$ cat config.mk
export PLATFORM = sky130hd
export DESIGN_NAME = gpio_wake_smi_event_logic
export DESIGN_NICKNAME = d
export VERILOG_FILES = /design/src/rtl/gpio_wake_pkg.sv /design/src/rtl/pin_edge_if.sv /design/src/rtl/pin_edge_sync.sv /design/src/rtl/gpio_wake_smi_event_logic.sv
export VERILOG_INCLUDE_DIRS = /design/src /design/src/rtl
export SDC_FILE = /design/constraint.sdc
export NUM_CORES = 1
export LEC_CHECK = 0
export ABC_AREA = 1
export BUFFER_PORTS_ARGS = -buffer_cell sky130_fd_sc_hd__clkbuf_2
export CORE_MARGIN = 4
export CORE_UTILIZATION = 43
export DETAILED_ROUTE_END_ITERATION = 6
export GPL_TIMING_DRIVEN = 1
export SLEW_MARGIN = 5
export SYNTH_ARGS = -nofsm -noshare
export SYNTH_HDL_FRONTEND = slang
export SYNTH_HIERARCHICAL = 1
export SYNTH_SLANG_ARGS = --single-unit
$ cat constraint.sdc
create_clock -name mclk -period 3 [get_ports mclk]
set_input_delay 0.15 -clock mclk [delete_from_list [all_inputs] [get_ports mclk]]
set_output_delay 0.15 -clock mclk [all_outputs]
set_load 0.005 [all_outputs]
$ cat src/rtl/gpio_wake_defs.svh
/*
  Register offsets, field positions, reset values, pin maps and timing counts of the
  general purpose pin block with wake and grouped interrupt status.
  Assumes it is included by its bare name and holds definitions only.
*/
`ifndef GPIO_WAKE_DEFS_SVH
`define GPIO_WAKE_DEFS_SVH

// per-pin configuration byte
`define CFG_DIR_BIT       0
`define CFG_POL_BIT       1
`define CFG_FUNC_LSB      2
`define CFG_FUNC_MSB      3
`define CFG_OD_BIT        7
`define CFG_RESET         8'h01
`define CFG_RESET_IRQPIN  8'h81
`define REG_RESET         8'h00

// pin index 15..0 in every packed map below
`define PIN_IRQ_OUT       2
`define CFG_OFFS {8'h48, 8'h47, 8'h46, 8'h45, 8'h44, 8'h43, 8'h42, 8'h41, \
                  8'h40, 8'h3F, 8'h3D, 8'h36, 8'h35, 8'h32, 8'h2D, 8'h2C}

`define OFF_DATA2         8'h4C
`define OFF_DATA3         8'h4D
`define OFF_DATA4         8'h4E
`define OFF_DATA5         8'h4F
`define OFF_DATA6         8'h50
`define DATA_OFFS {`OFF_DATA6, `OFF_DATA6, `OFF_DATA5, `OFF_DATA5, `OFF_DATA5, \
                   `OFF_DATA5, `OFF_DATA5, `OFF_DATA5, `OFF_DATA5, `OFF_DATA5, \
                   `OFF_DATA4, `OFF_DATA3, `OFF_DATA3, `OFF_DATA2, `OFF_DATA2, `OFF_DATA2}
`define DATA_BITS {3'h1, 3'h0, 3'h7, 3'h6, 3'h5, 3'h4, 3'h3, 3'h2, \
                   3'h1, 3'h0, 3'h2, 3'h3, 3'h2, 3'h7, 3'h2, 3'h1}

`define WAKE_MASK         16'hFFDF
`define IRQ_MASK          16'hFC3B
`define ALT_MASK          16'hC024
`define DUAL_EDGE_MASK    16'hC003

`define OFF_LED_ONE       8'h5D
`define OFF_LED_TWO       8'h5E
`define OFF_WAKE_PIN_STS  8'h10
`define OFF_WAKE_PIN_EN   8'h11
`define OFF_WAKE_STS1     8'h12
`define OFF_WAKE_STS3     8'h13
`define OFF_WAKE_STS5     8'h14
`define OFF_WAKE_STS6     8'h15
`define OFF_WAKE_EN1      8'h16
`define OFF_WAKE_EN3      8'h17
`define OFF_WAKE_EN5      8'h18
`define OFF_WAKE_EN6      8'h19
`define OFF_IRQ_STS1      8'h1A
`define OFF_IRQ_STS2      8'h1B
`define OFF_IRQ_STS3      8'h1C
`define OFF_IRQ_STS4      8'h1D
`define OFF_IRQ_EN1       8'h1E
`define OFF_IRQ_EN2       8'h1F
`define OFF_IRQ_EN3       8'h20
`define OFF_IRQ_EN4       8'h21
`define OFF_MISC_STS      8'h22

`define IRQEN2_PIN_BIT    7
`define IRQEN2_SERIAL_BIT 6
`define IRQEN2_WAKE_BIT   5
`define IRQEN2_IR_BIT     0
`define DEV_WAKE_BIT      5

// log2 of slow clock rises per half blink period
`define BLINK_HALF_BITS   14

`endif

$ cat src/rtl/gpio_wake_pkg.sv
/*
  Types shared by the gpio wake block: pin function select, led mode, byte and pin vector.
  Assumes nothing of its surroundings.
*/
package gpio_wake_pkg;
  typedef enum logic [1:0] {
    FUNC_GPIO = 2'h0,
    FUNC_ALT  = 2'h1,
    FUNC_DUAL = 2'h2,
    FUNC_RSVD = 2'h3
  } func_sel_t;

  typedef enum logic [1:0] {
    LED_OFF     = 2'h0,
    LED_ON      = 2'h1,
    LED_BLINK   = 2'h2,
    LED_OFF_ALT = 2'h3
  } led_mode_t;

  typedef logic [7:0]  byte_t;
  typedef logic [15:0] pin_vec_t;
endpackage : gpio_wake_pkg

$ cat src/rtl/pin_edge_if.sv
/*
  Synchronised pin levels with their one-cycle rise and fall strobes.
  Assumes one clock domain on both ends.
*/
`timescale 1ns/1ns
interface pin_edge_if #(
  parameter int WIDTH = 16
);
  logic [WIDTH-1:0] level;
  logic [WIDTH-1:0] rise;
  logic [WIDTH-1:0] fall;
  modport source (output level, output rise, output fall);
  modport sink   (input level, input rise, input fall);
endinterface : pin_edge_if

$ cat src/rtl/pin_edge_sync.sv
/*
  Two-flop synchroniser and edge detector for a vector of pins.
  Assumes pin inputs may change at any time and reset is synchronous, active high.
*/
`timescale 1ns/1ns
module pin_edge_sync #(
  parameter int WIDTH = 16
) (
  input  wire logic             mclk,
  input  wire logic             reset,
  input  wire logic [WIDTH-1:0] rawIn,
  pin_edge_if.source            edges
);
  logic [WIDTH-1:0] meta;
  logic [WIDTH-1:0] stable;
  logic [WIDTH-1:0] prev;
  logic [1:0]       fill;
  logic             primed;

  // edges stay quiet until the pipe holds real samples, so a pin high at reset is no event
  assign primed = (fill == 2'h3);

  always_ff @(posedge mclk) begin
    if (reset) begin
      meta   <= '0;
      stable <= '0;
      prev   <= '0;
      fill   <= 2'h0;
    end else begin
      meta   <= rawIn;
      stable <= meta;
      prev   <= stable;
      fill   <= primed ? fill : fill + 2'h1;
    end
  end

  assign edges.level = stable;
  assign edges.rise  = primed ? (stable & ~prev) : '0;
  assign edges.fall  = primed ? (~stable & prev) : '0;
endmodule : pin_edge_sync

$ cat src/rtl/gpio_wake_smi_event_logic.sv
/*
  Sixteen general purpose pins with wake, grouped interrupt and led control, plus the
  runtime register file that host software reaches by address, write and read strobes.
  Assumes a synchronous host port in the mclk domain and that peripheral sources clear
  their own interrupt levels.
*/
`timescale 1ns/1ns
`include "gpio_wake_defs.svh"
module gpio_wake_smi_event_logic #(
  parameter int BLINK_HALF_BITS = `BLINK_HALF_BITS
) (
  input  wire logic                    mclk,
  input  wire logic                    reset,
  input  wire logic [7:0]              hostAddr,
  input  wire logic                    hostWr,
  input  wire logic                    hostRd,
  input  wire gpio_wake_pkg::byte_t    hostWdata,
  output gpio_wake_pkg::byte_t         hostRdata,
  input  wire gpio_wake_pkg::pin_vec_t pinIn,
  output gpio_wake_pkg::pin_vec_t      pinOut,
  output gpio_wake_pkg::pin_vec_t      pinOe,
  input  wire logic                    clk32k,
  input  wire gpio_wake_pkg::byte_t    periphIrq,
  input  wire logic                    irEvent,
  output logic                         groupIrqInternal,
  output logic                         serialIrqTwo,
  output logic                         wakeRequest
);
  import gpio_wake_pkg::*;

  localparam pin_vec_t WAKE_PINS = `WAKE_MASK;
  localparam pin_vec_t IRQ_PINS  = `IRQ_MASK;
  localparam pin_vec_t ALT_PINS  = `ALT_MASK;
  localparam pin_vec_t DUAL_PINS = `DUAL_EDGE_MASK;

  function automatic logic data_hit(input logic [7:0] addr, input int idx);
    logic [127:0] offs;
    offs = `DATA_OFFS;
    return addr == offs[idx*8 +: 8];
  endfunction : data_hit

  function automatic logic [2:0] data_bit(input int idx);
    logic [47:0] bits;
    bits = `DATA_BITS;
    return bits[idx*3 +: 3];
  endfunction : data_bit

  function automatic logic [4:0] cfg_lookup(input logic [7:0] addr);
    logic [127:0] offs;
    logic [4:0]   found;
    offs  = `CFG_OFFS;
    found = 5'h10;
    for (int i = 0; i < 16; i++) begin
      if (addr == offs[i*8 +: 8]) begin
        found = 5'(i);
      end
    end
    return found;
  endfunction : cfg_lookup

  byte_t      cfg [16];
  func_sel_t  func [16];
  pin_vec_t   dataReg, next_data, wakeSt, irqSt;
  pin_vec_t   dir, pol, odSel, dualSel, altSel, inMode;
  pin_vec_t   anyEdge, polEdge, pinEvt, altVal, driveVal, driveOn, dataView;
  pin_vec_t   wakeClr, irqClr;
  logic [3:0] dualWakeSt, miscSt, dualEdge, dualSelV;
  logic       devWakeSt, irSt, wakePinEn;
  byte_t      wakeEn1, wakeEn3, wakeEn5, wakeEn6;
  byte_t      irqEn1, irqEn2, irqEn3, irqEn4;
  byte_t      ledCtl [2];
  byte_t      wakeView1, wakeView3, wakeView5, wakeView6, irqView3, irqView4;
  byte_t      wrData, readMux;
  logic [4:0] cfgFound;
  logic       cfgHit, wakePinSt, groupIrq, groupPinAct, irqLevel, blinkPhase;
  logic       wrW1, wrW3, wrW5, wrW6, wrI3, wrI4, wrMisc, rdIrq2;
  logic [1:0] ledLit;
  logic [BLINK_HALF_BITS:0] blinkCnt;

  pin_edge_if #(.WIDTH(16)) pinEdges ();
  pin_edge_if #(.WIDTH(1))  slowEdges ();

  pin_edge_sync #(.WIDTH(16)) u_pin_sync (
    .mclk  (mclk),
    .reset (reset),
    .rawIn (pinIn),
    .edges (pinEdges)
  );

  pin_edge_sync #(.WIDTH(1)) u_slow_sync (
    .mclk  (mclk),
    .reset (reset),
    .rawIn (clk32k),
    .edges (slowEdges)
  );

  // per-pin configuration fields
  for (genvar i = 0; i < 16; i++) begin : g_pin
    assign dir[i]       = cfg[i][`CFG_DIR_BIT];
    assign pol[i]       = cfg[i][`CFG_POL_BIT];
    assign odSel[i]     = cfg[i][`CFG_OD_BIT];
    assign func[i]      = func_sel_t'(cfg[i][`CFG_FUNC_MSB:`CFG_FUNC_LSB]);
    assign dualSel[i]   = DUAL_PINS[i] && (func[i] == FUNC_DUAL);
    assign altSel[i]    = ALT_PINS[i] && (func[i] == FUNC_ALT);
    assign next_data[i] = (hostWr && data_hit(hostAddr, i) && !inMode[i])
                          ? hostWdata[data_bit(i)] : dataReg[i];
  end

  assign inMode   = dir | dualSel;
  assign anyEdge  = pinEdges.rise | pinEdges.fall;
  assign polEdge  = (pol & pinEdges.fall) | (~pol & pinEdges.rise);
  assign pinEvt   = (dualSel & anyEdge)
                  | (~dualSel & dir & ~altSel & polEdge);
  assign dataView = (inMode & (pinEdges.level ^ pol)) | (~inMode & dataReg);

  // alternate outputs: interrupt, wake request, two active-low leds
  assign irqLevel = pol[`PIN_IRQ_OUT] ? groupPinAct : ~groupPinAct;
  assign altVal   = {~ledLit[1], ~ledLit[0], 8'h00, ~wakeRequest, 2'b00, irqLevel, 2'b00};
  assign driveVal = (altSel & altVal) | (~altSel & (dataReg ^ pol));
  assign driveOn  = ~dualSel & (altSel | ~dir);
  assign pinOut   = driveVal & ~odSel;
  assign pinOe    = driveOn & (~odSel | ~driveVal);

  // status views in register layout
  assign dualEdge  = {anyEdge[15:14], anyEdge[1:0]};
  assign dualSelV  = {dualSel[15:14], dualSel[1:0]};
  assign wakeView1 = {3'h0, dualWakeSt, 1'b0};
  assign wakeView3 = {2'b00, devWakeSt, wakeSt[4:0]};
  assign wakeView5 = wakeSt[13:6];
  assign wakeView6 = {6'h00, wakeSt[15:14]};
  assign irqView3  = {1'b0, irqSt[14:10], irqSt[1:0]};
  assign irqView4  = {4'h0, irqSt[15], irqSt[5:3]};

  assign wakePinSt = |(wakeView1 & wakeEn1 & {3'h0, dualSelV, 1'b0})
                   | |(wakeView3 & wakeEn3) | |(wakeView5 & wakeEn5) | |(wakeView6 & wakeEn6);
  assign wakeRequest = wakePinSt & wakePinEn;

  assign groupIrq = |(periphIrq & irqEn1) | (irSt & irqEn2[`IRQEN2_IR_BIT])
                  | |(irqView3 & irqEn3) | |(irqView4 & irqEn4);
  assign groupIrqInternal = groupIrq;
  assign groupPinAct      = groupIrq & irqEn2[`IRQEN2_PIN_BIT];
  assign serialIrqTwo     = groupIrq & irqEn2[`IRQEN2_SERIAL_BIT];

  // write-one-to-clear strobes and the status-two read-to-clear strobe
  assign wrW1   = hostWr && (hostAddr == `OFF_WAKE_STS1);
  assign wrW3   = hostWr && (hostAddr == `OFF_WAKE_STS3);
  assign wrW5   = hostWr && (hostAddr == `OFF_WAKE_STS5);
  assign wrW6   = hostWr && (hostAddr == `OFF_WAKE_STS6);
  assign wrI3   = hostWr && (hostAddr == `OFF_IRQ_STS3);
  assign wrI4   = hostWr && (hostAddr == `OFF_IRQ_STS4);
  assign wrMisc = hostWr && (hostAddr == `OFF_MISC_STS);
  assign rdIrq2 = hostRd && (hostAddr == `OFF_IRQ_STS2);
  assign wakeClr = {wrW6 ? hostWdata[1:0] : 2'b00, wrW5 ? hostWdata : 8'h00, 1'b0,
                    wrW3 ? hostWdata[4:0] : 5'h00};
  assign irqClr  = {wrI4 & hostWdata[3], wrI3 ? hostWdata[6:2] : 5'h00, 4'h0,
                    wrI4 ? hostWdata[2:0] : 3'h0, 1'b0, wrI3 ? hostWdata[1:0] : 2'b00};
  assign wrData  = hostWr ? hostWdata : 8'h00;

  // sticky statuses: an event in the clearing cycle wins
  always_ff @(posedge mclk) begin
    if (reset) begin
      wakeSt     <= '0;
      irqSt      <= '0;
      dualWakeSt <= 4'h0;
      miscSt     <= 4'h0;
      devWakeSt  <= 1'b0;
      irSt       <= 1'b0;
    end else begin
      wakeSt     <= (wakeSt & ~wakeClr) | (pinEvt & WAKE_PINS);
      irqSt      <= (irqSt & ~irqClr) | (pinEvt & IRQ_PINS);
      dualWakeSt <= (dualWakeSt & ~(wrW1 ? hostWdata[4:1] : 4'h0)) | dualEdge;
      miscSt     <= (miscSt & ~(wrMisc ? hostWdata[3:0] : 4'h0)) | dualEdge;
      devWakeSt  <= (devWakeSt & ~(wrW3 & hostWdata[`DEV_WAKE_BIT]))
                  | (groupIrq & irqEn2[`IRQEN2_WAKE_BIT]);
      irSt       <= (irSt & ~rdIrq2) | irEvent;
    end
  end

  assign cfgFound = cfg_lookup(hostAddr);
  assign cfgHit   = !cfgFound[4];

  always_ff @(posedge mclk) begin
    if (reset) begin
      for (int i = 0; i < 16; i++) begin
        cfg[i] <= (i == `PIN_IRQ_OUT) ? `CFG_RESET_IRQPIN : `CFG_RESET;
      end
    end else if (hostWr && cfgHit) begin
      cfg[cfgFound[3:0]] <= hostWdata;
    end
  end

  always_ff @(posedge mclk) begin
    if (reset) begin
      dataReg <= '0;
    end else begin
      dataReg <= next_data;
    end
  end

  // plain read-write control registers
  always_ff @(posedge mclk) begin
    if (reset) begin
      wakeEn1   <= `REG_RESET;
      wakeEn3   <= `REG_RESET;
      wakeEn5   <= `REG_RESET;
      wakeEn6   <= `REG_RESET;
      irqEn1    <= `REG_RESET;
      irqEn2    <= `REG_RESET;
      irqEn3    <= `REG_RESET;
      irqEn4    <= `REG_RESET;
      ledCtl[0] <= `REG_RESET;
      ledCtl[1] <= `REG_RESET;
      wakePinEn <= 1'b0;
    end else if (hostWr) begin
      case (hostAddr)
        `OFF_WAKE_EN1:    wakeEn1   <= wrData;
        `OFF_WAKE_EN3:    wakeEn3   <= wrData;
        `OFF_WAKE_EN5:    wakeEn5   <= wrData;
        `OFF_WAKE_EN6:    wakeEn6   <= wrData;
        `OFF_IRQ_EN1:     irqEn1    <= wrData;
        `OFF_IRQ_EN2:     irqEn2    <= wrData;
        `OFF_IRQ_EN3:     irqEn3    <= wrData;
        `OFF_IRQ_EN4:     irqEn4    <= wrData;
        `OFF_LED_ONE:     ledCtl[0] <= wrData;
        `OFF_LED_TWO:     ledCtl[1] <= wrData;
        `OFF_WAKE_PIN_EN: wakePinEn <= wrData[0];
        default:          ;
      endcase
    end
  end

  // blink phase advances only on slow clock edges, so a missing clock freezes it
  always_ff @(posedge mclk) begin
    if (reset) begin
      blinkCnt <= '0;
    end else if (slowEdges.rise[0]) begin
      blinkCnt <= blinkCnt + 1'b1;
    end
  end

  assign blinkPhase = blinkCnt[BLINK_HALF_BITS];
  for (genvar k = 0; k < 2; k++) begin : g_led
    assign ledLit[k] = (led_mode_t'(ledCtl[k][1:0]) == LED_ON)
                     || ((led_mode_t'(ledCtl[k][1:0]) == LED_BLINK) && blinkPhase);
  end

  always_comb begin
    readMux = 8'h00;
    if (cfgHit) begin
      readMux = cfg[cfgFound[3:0]];
    end
    for (int i = 0; i < 16; i++) begin
      if (data_hit(hostAddr, i)) begin
        readMux[data_bit(i)] = dataView[i];
      end
    end
    case (hostAddr)
      `OFF_WAKE_PIN_STS: readMux = {7'h00, wakePinSt};
      `OFF_WAKE_PIN_EN:  readMux = {7'h00, wakePinEn};
      `OFF_WAKE_STS1:    readMux = wakeView1;
      `OFF_WAKE_STS3:    readMux = wakeView3;
      `OFF_WAKE_STS5:    readMux = wakeView5;
      `OFF_WAKE_STS6:    readMux = wakeView6;
      `OFF_WAKE_EN1:     readMux = wakeEn1;
      `OFF_WAKE_EN3:     readMux = wakeEn3;
      `OFF_WAKE_EN5:     readMux = wakeEn5;
      `OFF_WAKE_EN6:     readMux = wakeEn6;
      `OFF_IRQ_STS1:     readMux = periphIrq;
      `OFF_IRQ_STS2:     readMux = {7'h00, irSt};
      `OFF_IRQ_STS3:     readMux = irqView3;
      `OFF_IRQ_STS4:     readMux = irqView4;
      `OFF_IRQ_EN1:      readMux = irqEn1;
      `OFF_IRQ_EN2:      readMux = irqEn2;
      `OFF_IRQ_EN3:      readMux = irqEn3;
      `OFF_IRQ_EN4:      readMux = irqEn4;
      `OFF_MISC_STS:     readMux = {4'h0, miscSt};
      `OFF_LED_ONE:      readMux = ledCtl[0];
      `OFF_LED_TWO:      readMux = ledCtl[1];
      default:           ;
    endcase
  end

  always_ff @(posedge mclk) begin
    if (reset) begin
      hostRdata <= 8'h00;
    end else if (hostRd) begin
      hostRdata <= readMux;
    end
  end
endmodule : gpio_wake_smi_event_logic

==> flow_metrics.py <==
metrics = {
    "run_status": {
        "status": "finished, final reports clean",
    },
    "worst_setup_path": {
        "crit_path_end_kind": "output port",
        "crit_type": "register to output port",
        "critPathRequiredTime_ns": 2.85,
        "crit_path_start_kind": "register",
        "path_max_fanout": 4,
        "rrSetupSlack_ns": 0.57,
        "arrival_ns": 2.70,
        "reg2regPathDepth": 17,
        "r2r_start": "u_slow_sync/fill[0]",
        "timing.rr.end": "blinkCnt[13]",
    },
    "global_route": {
        "grt_max_degree": 89,
        "grt_pass1_wl_um": 89200,
        "antenna_found_initial": 2,
        "grt_overflow": 0,
        "grt_pass1_vias": 14600,
        "grt_use_total": 0.287,
    },
    "logic_synthesis": {
        "avgSynthCellArea_um2": 7.71,
        "netlist_area_mm2": 0.0163,
        "synth_cells": 2115,
        "synth_warnings": 6,
        "syn_nets": 2166,
    },
    "timing": {
        "relSlewSlack": 0.238,
        "tns_ns": 0,
        "setup_viol": 0,
        "finalCritPeriodShare": 0.949,
        "drv_slew": 0,
        "max_slew.worst_pin.slew_ns": 1.13,
        "fmax_ghz": 0.351,
        "rsz0062_at_grt": "false",
        "timing.hold.ws_ns": 0.0580,
        "min_period_ns": 2.85,
        "skew_ns": 0.0282,
        "final_hold_viol_count": 0,
    },
    "pwr": {
        "pwr-share-seq": 0.468,
        "power_density_mw_per_mm2": 568,
        "ir_drop_v": 0.000364,
        "p_int_mw": 8.19,
        "power_leakage_nw": 7.79,
        "p_comb_frac": 0.079,
        "netSwitchingFraction": 0.248,
        "p_switching_mw": 2.70,
        "clkPwrFrac": 0.453,
    },
    "final_layout": {
        "final_cell_mix": "nor2_1, nand2_1, inv_1",
        "final_common_cell": "nor2_1",
        "area_growth_pct": 17.7,
        "final_nets": 2313,
        "drive_gt1_frac": 0.122,
        "diodes": 0,
        "n_fill_cell": 3632,
    },
    "route": {
        "drt-total-wl_um": 60200,
        "wl_per_cell_um": 21.5,
        "vias": 15200,
        "drt_first_pass_iters": 6,
        "drc": 0,
        "antenna_left": 0,
        "via_per_inst": 5.44,
        "drtIter0Drc": 1580,
    },
    "worst_hold_path": {
        "holdCritStartpoint": "hostRd",
        "hold_depth": 5,
        "hp-class": "primary input to register",
        "min_delay_worst_endpoint": "hostRdata[3]",
    },
    "floorplanning": {
        "start_util": 0.434,
        "die_area_mm2": 0.0411,
        "num_rows": 71,
        "core_area_mm2": 0.0376,
        "die_h_um": 203,
        "ioPinCount": 89,
        "die_w_um": 203,
    },
    "clock_network": {
        "h-tree-depth": 2,
        "clockRootBuffer": "clkbuf_16",
        "cts_buffers": 39,
        "clkLatencyLatePin_ns": 0.56,
        "clkSinkCount": 339,
        "clockBufferDepth": 3,
        "cts_tree": "yes",
        "clk_pin_slew_ns": 0.06,
    },
    "placed_design": {
        "portBuffers": 88,
        "dp_hpwl_um": 44800,
        "place.gp.congestion": 0.970,
    },
    "run": {
        "max_cap_viol_count": 0,
    },
}
## area by class of cell
class	count	area [µm²]	share of cell area
Clock inverter	15	191	0.00998
Inverter	302	1140	0.0592
Multi-Input combinational cell	1390	6590	0.344
Sequential cell	339	8230	0.429
Timing Repair Buffer	190	1270	0.0663
Tap cell	511	639	0.0333
Clock buffer	55	1130	0.0587
## layer usage
| layer | share of wire | track usage | up-vias |
|---|---|---|---|
| met1 | 0.42 | 0.378 | 7206 |
| li1 | - | - | 7215 |
| met5 | 0.00042 | 0 | - |
| met3 | 0.070 | 0.0391 | 147 |
| met2 | 0.46 | 0.472 | 669 |
| met4 | 0.047 | 0.128 | 4 |
## what timing repair did
action,CTS,global route
endpoints found under the setup margin,1,2
hold buffers,19,0
buffers inserted,2,0
pin swaps,1,0
gates resized for setup,0,2
endpoints found under the hold margin,44,0
## sequential cells by signal, summed over array words and instances, names as in the netlist, 11 cells and up
name	flops
blinkCnt	15
cfg	128
dataReg	16
irqSt	11
ledCtl	16
u_pin_sync/edges.level	16
u_pin_sync/meta	16
u_pin_sync/prev	16
wakeSt	15
## metrics by stage
stage                     utilization  std cells  area [µm²]  power [mW]  setup WS (ns)
final                           0.511       2802       19200        10.9          0.154
after global routing            0.511       2802       19200        11.2         0.0465
after CTS                       0.510       2802       19200        10.9          0.142
after detailed placement        0.470       2711       17600        6.01          0.193
after global placement          0.470       2711       17600        6.01          0.196
after floorplan                     -       2115       16300        5.60          0.715
## worst max-delay path: stages, from the launching register on
cell and delay [ns]:
edfxtp_1 0.46, nor2_1 0.43, nand3_1 0.13, nand3_1 0.11
a31oi_1 0.06, a21oi_1 0.42, nand2_1 0.08, o21ai_0 0.13
o22ai_1 0.14, inv_1 0.08, clkbuf_2 0.11
## worst max-delay path by stage
stage / from / to / slack, ns / cells after the start
final: cfg[15][2] / pinOe[5] / 0.15 / 10
after global routing: cfg[15][2] / pinOe[5] / 0.05 / 10
after CTS: cfg[15][2] / pinOe[5] / 0.14 / 10
after detailed placement: hostAddr[1] / cfg[14][0] / 0.19 / 18
after global placement: hostAddr[1] / cfg[14][3] / 0.20 / 17
after floorplan: hostAddr[6] / cfg[12][0] / 0.72 / 19
## power by group through the flow
stage | registers, mW | clock network, mW | logic [mW]
global route | 5.11 | 5.16 | 0.929
floorplan | 5.14 | 0 | 0.463
finish | 5.10 | 4.93 | 0.860
CTS | 5.09 | 5.00 | 0.849
global placement | 5.19 | 0 | 0.822
detailed placement | 5.19 | 0 | 0.825
Note: power is estimated with default switching activity, not from simulation.
